===== config.mk =====
export PLATFORM = sky130hd
export DESIGN_NAME = tapsel_top
export DESIGN_NICKNAME = d
export VERILOG_FILES = /design/src/tapsel_pkg.sv /design/src/tapsel_top.sv
export SDC_FILE = /design/constraint.sdc
export NUM_CORES = 1
export LEC_CHECK = 0
export BUFFER_PORTS_ARGS = -buffer_cell sky130_fd_sc_hd__buf_2
export CELL_PAD_IN_SITES_DETAIL_PLACEMENT = 0
export CELL_PAD_IN_SITES_GLOBAL_PLACEMENT = 1
export CORE_UTILIZATION = 34
export DETAILED_ROUTE_END_ITERATION = 8
export PLACE_DENSITY = 0.82
export SYNTH_ARGS = -nofsm -noshare
export SYNTH_HDL_FRONTEND = slang
export SYNTH_SLANG_ARGS = --single-unit

===== constraint.sdc =====
create_clock -name clk -period 1.7 [get_ports clk]
set_input_delay 0.085 -clock clk [delete_from_list [all_inputs] [get_ports clk]]
set_output_delay 0.085 -clock clk [all_outputs]
set_load 0.02 [all_outputs]

===== src/tapsel_pkg.sv =====
// constants for the test access port select block
// assumes a plain register port with 16-bit addresses and 16-bit data
package tapsel_pkg;
   localparam int          TAPSEL_AW         = 16;
   localparam int          TAPSEL_DW         = 16;
   // register offsets
   localparam logic [15:0] TAPSEL_PULL_OFS   = 16'h1C18;
   localparam logic [15:0] TAPSEL_STAT_OFS   = 16'h1C1C;
   // pull disable fields, 1 turns the pull-up off
   localparam int          TAPSEL_PD_SEL_BIT = 0;
   localparam int          TAPSEL_PD_EVT_BIT = 1;
   localparam logic [15:0] TAPSEL_PULL_RST   = 16'h0000;
   // status fields
   localparam int          TAPSEL_ST_ROUTE   = 0;
   localparam int          TAPSEL_ST_TRST    = 1;
   localparam int          TAPSEL_ST_SEL_LVL = 2;
   localparam int          TAPSEL_ST_EVT_LVL = 3;
   localparam logic        TAPSEL_ROUTE_RST  = 1'b0;
endpackage


===== src/tapsel_top.sv =====
// test access port select: scan routing capture, event pins, pull-up control
// assumes tck, test reset and pins are asynchronous to clk; tck well below clk/4
//
// Chosen here: the plain strobed port.
`timescale 1ns/10ps
`default_nettype none
module tapsel_top (
   // clock and reset
   input  wire logic                           clk,
   input  wire logic                           rst_b,
   // register port
   input  wire logic [tapsel_pkg::TAPSEL_AW-1:0] reg_addr,
   input  wire logic [tapsel_pkg::TAPSEL_DW-1:0] reg_wdata,
   input  wire logic                           reg_wr,
   input  wire logic                           reg_rd,
   output logic      [tapsel_pkg::TAPSEL_DW-1:0] reg_rdata,
   // scan pins from the probe
   input  wire logic                           tck_pin,
   input  wire logic                           test_rst_pin_b,
   input  wire logic                           tms_pin,
   input  wire logic                           tdi_pin,
   output logic                                tdo_pin,
   // event pins
   input  wire logic                           tap_select_event_pin_i,
   output logic                                tap_select_event_pin_o,
   output logic                                tap_select_event_pin_oe,
   input  wire logic                           emulator_event_pin_i,
   output logic                                emulator_event_pin_o,
   output logic                                emulator_event_pin_oe,
   // pull-up enables
   output logic                                internal_pullup_sel_en,
   output logic                                internal_pullup_evt_en,
   // emulation logic side
   input  wire logic                           emu_sel_evt_out,
   input  wire logic                           emu_sel_evt_drive,
   input  wire logic                           emu_evt_out,
   input  wire logic                           emu_evt_drive,
   output logic                                emu_sel_evt_level,
   output logic                                emu_evt_level,
   // tap side, one-cycle steps carry sampled tms and tdi
   output logic                                taps_rst_b,
   output logic                                tap_tms,
   output logic                                tap_tdi,
   output logic                                bscan_step,
   output logic                                emu_step,
   input  wire logic                           bscan_tdo,
   input  wire logic                           emu_tdo
);
   import tapsel_pkg::*;

   logic       rst_q_ff, rst_sync_b;
   logic [1:0] tck_sy_ff, trst_sy_ff, tms_sy_ff, tdi_sy_ff, sel_sy_ff, evt_sy_ff;
   logic       tck_q_ff, trst_q_ff;
   logic       tck_rise, tck_fall, trst_rise, trst_s, sel_s;
   logic       route_ff;
   logic [15:0] pull_ff;
   logic       written_ff;
   logic       tms_ff, tdi_ff, bstep_ff, estep_ff, tdo_ff, trst_ff;
   logic       sel_o_ff, sel_oe_ff, evt_o_ff, evt_oe_ff;
   logic [15:0] rdata_ff, nxt_rdata;

   // reset release through two flops
   always_ff @(posedge clk or negedge rst_b) begin
      if (!rst_b) begin
         rst_q_ff   <= 1'b0;
         rst_sync_b <= 1'b0;
      end else begin
         rst_q_ff   <= 1'b1;
         rst_sync_b <= rst_q_ff;
      end
   end

   // pin synchronisers, only bit 1 is read by logic
   always_ff @(posedge clk or negedge rst_sync_b) begin
      if (!rst_sync_b) begin
         tck_sy_ff  <= 2'h0;
         trst_sy_ff <= 2'h0;
         tms_sy_ff  <= 2'h0;
         tdi_sy_ff  <= 2'h0;
         sel_sy_ff  <= 2'h0;
         evt_sy_ff  <= 2'h0;
      end else begin
         tck_sy_ff  <= {tck_sy_ff[0], tck_pin};
         trst_sy_ff <= {trst_sy_ff[0], test_rst_pin_b};
         tms_sy_ff  <= {tms_sy_ff[0], tms_pin};
         tdi_sy_ff  <= {tdi_sy_ff[0], tdi_pin};
         sel_sy_ff  <= {sel_sy_ff[0], tap_select_event_pin_i};
         evt_sy_ff  <= {evt_sy_ff[0], emulator_event_pin_i};
      end
   end

   assign trst_s = trst_sy_ff[1];
   assign sel_s  = sel_sy_ff[1];

   // edge detection on synchronised tck and test reset
   always_ff @(posedge clk or negedge rst_sync_b) begin
      if (!rst_sync_b) begin
         tck_q_ff  <= 1'b0;
         trst_q_ff <= 1'b0;
      end else begin
         tck_q_ff  <= tck_sy_ff[1];
         trst_q_ff <= trst_s;
      end
   end

   assign tck_rise  = tck_sy_ff[1] & ~tck_q_ff;
   assign tck_fall  = ~tck_sy_ff[1] & tck_q_ff;
   assign trst_rise = trst_s & ~trst_q_ff;

   // routing choice caught on test reset rising, held otherwise
   always_ff @(posedge clk or negedge rst_sync_b) begin
      if (!rst_sync_b) begin
         route_ff <= TAPSEL_ROUTE_RST;
      end else if (trst_rise) begin
         route_ff <= sel_s;
      end
   end

   // tms and tdi sampled on rising tck, step sent to the chosen tap
   always_ff @(posedge clk or negedge rst_sync_b) begin
      if (!rst_sync_b) begin
         tms_ff   <= 1'b0;
         tdi_ff   <= 1'b0;
         bstep_ff <= 1'b0;
         estep_ff <= 1'b0;
         trst_ff  <= 1'b0;
      end else begin
         if (tck_rise && trst_s) begin
            tms_ff <= tms_sy_ff[1];
            tdi_ff <= tdi_sy_ff[1];
         end
         bstep_ff <= tck_rise & trst_s & ~route_ff;
         estep_ff <= tck_rise & trst_s & route_ff;
         trst_ff  <= trst_s;
      end
   end

   // tdo follows the chosen tap on falling tck
   always_ff @(posedge clk or negedge rst_sync_b) begin
      if (!rst_sync_b) begin
         tdo_ff <= 1'b0;
      end else if (tck_fall && trst_s) begin
         tdo_ff <= route_ff ? emu_tdo : bscan_tdo;
      end
   end

   // event pin drivers, select pin only driven once test reset is high
   always_ff @(posedge clk or negedge rst_sync_b) begin
      if (!rst_sync_b) begin
         sel_o_ff  <= 1'b0;
         sel_oe_ff <= 1'b0;
         evt_o_ff  <= 1'b0;
         evt_oe_ff <= 1'b0;
      end else begin
         sel_o_ff  <= emu_sel_evt_out;
         sel_oe_ff <= emu_sel_evt_drive & trst_s;
         evt_o_ff  <= emu_evt_out;
         evt_oe_ff <= emu_evt_drive;
      end
   end

   // pull disable register
   always_ff @(posedge clk or negedge rst_sync_b) begin
      if (!rst_sync_b) begin
         pull_ff    <= TAPSEL_PULL_RST;
         written_ff <= 1'b0;
      end else if (reg_wr && reg_addr == TAPSEL_PULL_OFS) begin
         pull_ff    <= reg_wdata;
         written_ff <= 1'b1;
      end
   end

   // read decode, unmapped reads give zero
   always_comb begin
      nxt_rdata = 16'h0000;
      if (reg_rd && reg_addr == TAPSEL_PULL_OFS) begin
         nxt_rdata = pull_ff;
      end else if (reg_rd && reg_addr == TAPSEL_STAT_OFS) begin
         nxt_rdata[TAPSEL_ST_ROUTE]   = route_ff;
         nxt_rdata[TAPSEL_ST_TRST]    = trst_s;
         nxt_rdata[TAPSEL_ST_SEL_LVL] = sel_s;
         nxt_rdata[TAPSEL_ST_EVT_LVL] = evt_sy_ff[1];
      end
   end

   always_ff @(posedge clk or negedge rst_sync_b) begin
      if (!rst_sync_b) begin
         rdata_ff <= 16'h0000;
      end else begin
         rdata_ff <= nxt_rdata;
      end
   end

   // outputs
   assign reg_rdata               = rdata_ff;
   assign tdo_pin                 = tdo_ff;
   assign tap_select_event_pin_o  = sel_o_ff;
   assign tap_select_event_pin_oe = sel_oe_ff;
   assign emulator_event_pin_o    = evt_o_ff;
   assign emulator_event_pin_oe   = evt_oe_ff;
   assign internal_pullup_sel_en  = ~pull_ff[TAPSEL_PD_SEL_BIT];
   assign internal_pullup_evt_en  = ~pull_ff[TAPSEL_PD_EVT_BIT];
   assign emu_sel_evt_level       = sel_s;
   assign emu_evt_level           = evt_sy_ff[1];
   assign taps_rst_b              = trst_ff;
   assign tap_tms                 = tms_ff;
   assign tap_tdi                 = tdi_ff;
   assign bscan_step              = bstep_ff;
   assign emu_step                = estep_ff;
endmodule
`default_nettype wire


==> results_dict.tcl <==
set metrics [dict create \
    clock-sinks 58 \
    status "completed" \
    cts.path.max_buffers 2 \
    via_per_inst 4.315 \
    p_clk_frac 0.400 \
    crit_fanout 16 \
    power_density_nw_per_um2 951.5 \
    static-leakage-power_nw 1.517 \
    combPwrFrac 0.077 \
    async_reset_ff_frac 1.000 \
    row_count 27 \
    period_minus_slack_ns 1.266 \
    grt_max_degree 39 \
    cts_hold_buf 27 \
    finalPower_mw 2.773 \
    antenna_found_initial 0 \
    ir_worst_vdd_mv 0.5506 \
    n_antenna_cell 0 \
    setup_viol 0 \
    maxCapViolCount 0 \
    finish.instance_area_sq_um 2914 \
    drc_errors 0 \
    yosys-top-cells-count "58 x dfrtp_1, 18 x mux2_2, 13 x and2_1, 4 x a22o_1, 4 x inv_1" \
    rsz0062_at_grt "no" \
    fin_util 0.5260 \
    syn_inst 118 \
    finalWirelength_um 3842 \
    required_ns 1.91 \
    dieArea_sq_um 6059 \
    cts_root_buf "clkbuf_8" \
    ys_seq_area_frac 0.7422 \
    synth_edf_count 0 \
    placed_area_sq_um 2465 \
    crit_arrival_ns 1.47 \
    crit_slowest_cell "mux2_2" \
    clk_pin_slew_ns 0.06 \
    yosysWarnings 0 \
    io_pins 78 \
    worst_setup_path_start_kind "input pin" \
    synth.distinct_cells 21 \
    dieWidth_um 77.84 \
    netlist_area_sq_um 1956 \
    path_buf_inv 2 \
    postSynthAreaPerCell_sq_um 16.57 \
    grt_pass1_vias 1345 \
    dp_hpwl_um 2564 \
    synth_most_common_cell "dfrtp_1" \
    hold_viol 0 \
    synth_top_area_cell "dfrtp_1" \
    n_fill_cell 525 \
    path_class "in -> reg" \
    sw_frac_of_total 0.2396 \
    p_sw_mw 0.6645 \
    place.gp.congestion 0.6987 \
    post-cts-setup-buffers 0 \
    cts_max_level 3 \
    final-max-slew-violation-count 0 \
    cell_internal_pwr_mw 2.108 \
    synth-main-ff-cell "dfrtp_1" \
    yosys.area.top_type_share 0.7422 \
    die_h_um 77.84 \
    clk_latency_ns 0.33 \
    path_cells "buf_2, nor4_2, nand4_2, nor3b_4, buf_12, mux2_2" \
    cts_tree "done" \
    clock_skew_ns 0.008655 \
    synthTopCellsByArea "dfrtp_1 74%, mux2_2 10%, and2_1 4.2%" \
    grt-ovfl-total 0 \
    syn2layout_area_growth_pct 49.01 \
    cts_made_buffers 9 \
    max_freq_mhz 790.0 \
    seqPwrFrac 0.523 \
    nets 282 \
    initialDrtViolationCount 41 \
    synth_seq_cells 58 \
    grt_pass1_wl_um 5906 \
    wire_per_inst_um 12.35 \
    critical_path.max_stage_delay_ns 0.34 \
    cts_resized 0 \
    num_vias 1342 \
    firstDrtPassIters 2 \
    ant_nets 0 \
    final.period_utilization 0.7446 \
    tns_ns 0 \
    start_util 0.3530 \
    critPathTopFamily "simple AND/OR/NAND/NOR gates" \
    core_region_area_sq_um 5540 \
    grt_usage 0.1356 \
    hold_class "in -> async" \
    syn-num-nets 166 \
    io_buffers 77 \
    cp-end-kind "register" \
    drive_gt1_frac 0.5105 \
]
==> kinds of logic (layout without fill, tap and decap cells) <==
family,after synthesis,after routing,synth area share
buffers and inverters,6,127,0.01535
AO/OA/AOI/OAI,7,7,0.02751
AND/OR/NAND/NOR,27,27,0.1043
flip-flops,58,58,0.7422
other,1,1,0.001918
multiplexers,19,19,0.1088
==> layer usage <==
layer / part of all wire / up-vias / GRT usage
li1: - / 632 / -
met3: 0.064 / 10 / 0.03882
met1: 0.42 / 642 / 0.1583
met2: 0.48 / 58 / 0.2088
met4: 0.029 / 0 / 0.1075
met5: 0 / - / 0
==> through the flow <==
stage	setup slack (ns)	cells	hold WS, ns
floorplan	0.1784	118	-0.2106
global placement	0.1424	268	-0.1287
detailed placement	0.08235	268	-0.1270
CTS	0.4402	311	0.04717
global route	0.3716	311	0.06753
finish	0.4342	311	0.06627
==> path summary, 6_finish.rpt <==
check / to / slack, ns / from / depth (start not counted)
worst max-delay path: pull_ff[10]$_DFFE_PN0P_ / 0.43 / reg_addr[1] / 6
worst min-delay path: rst_q_ff$_DFF_PN0_ / 0.07 / rst_b / 2
worst max register to register: tap_tms$_DFFE_PN0N_ / 0.53 / trst_sy_ff[1]$_DFF_PN0_ / 2
worst min register to register: emulator_event_pin_o$_DFF_PN0_ / 0.20 / rst_sync_b$_DFF_PN0_ / 0
max in group asynchronous: reg_rdata[0]$_DFF_PN0_ / 0.97 / rst_sync_b$_DFF_PN0_ / 1
min in group clk: tdo_pin$_DFFE_PN0P_ / 0.07 / emu_tdo / 3
==> registers in the layout, summed over array words and instances (netlist names) <==
register,count
pull_ff,16
reg_rdata,16
evt_sy_ff,2
sel_sy_ff,2
tck_sy_ff,2
tdi_sy_ff,2
tms_sy_ff,2
trst_sy_ff,2
bscan_step,1
emu_step,1
emulator_event_pin_o,1
emulator_event_pin_oe,1
route_ff,1
rst_q_ff,1
rst_sync_b,1
tap_select_event_pin_o,1
tap_select_event_pin_oe,1
tap_tdi,1
tap_tms,1
taps_rst_b,1
tck_q_ff,1
tdo_pin,1
==> final cells by class <==
| cell class | instances | area, sq um | area share |
|---|---|---|---|
| repair buffers | 107 | 703.2 | 0.2413 |
| clock buffers | 10 | 137.6 | 0.04723 |
| inverters | 4 | 15.01 | 0.005152 |
| well taps | 72 | 90.09 | 0.03091 |
| clock inverters | 6 | 41.29 | 0.01417 |
| flip-flops and latches | 58 | 1453 | 0.4985 |
| multi-input cells | 54 | 474.2 | 0.1627 |
==> power by group through the flow <==
stage	logic [mW]	clock network, mW	registers (mW)
2_1_floorplan	0.0303	0	1.51
3_3_place_gp	0.164	0	1.48
3_5_place_dp	0.168	0	1.48
4_1_cts	0.217	1.15	1.45
5_1_grt	0.235	1.19	1.46
6_report	0.215	1.11	1.45
==> cell usage in the layout (no fill, tap or decap) <==
master	synthesis	routed
a21oi_1	1	1
a22o_1	4	4
a31o_2	1	1
and2_1	13	13
and4bb_2	2	2
buf_12	0	2
buf_2	0	77
buf_4	0	1
clkbuf_8	0	10
clkinv_2	0	2
clkinvlp_4	0	3
conb_1	1	1
dfrtp_1	58	57
dfrtp_2	0	1
dlygate4sd3_1	0	27
inv_1	4	4
inv_6	0	1
mux2_2	18	18
mux2i_1	1	1
nand2_1	2	2
nand3b_1	2	2
nand4_2	1	1
nor2_1	3	3
nor3b_1	1	1
nor3b_2	1	1
nor3b_4	1	1
nor4_2	1	1
o21ai_0	1	1
Power figures use the tool's default switching activity.
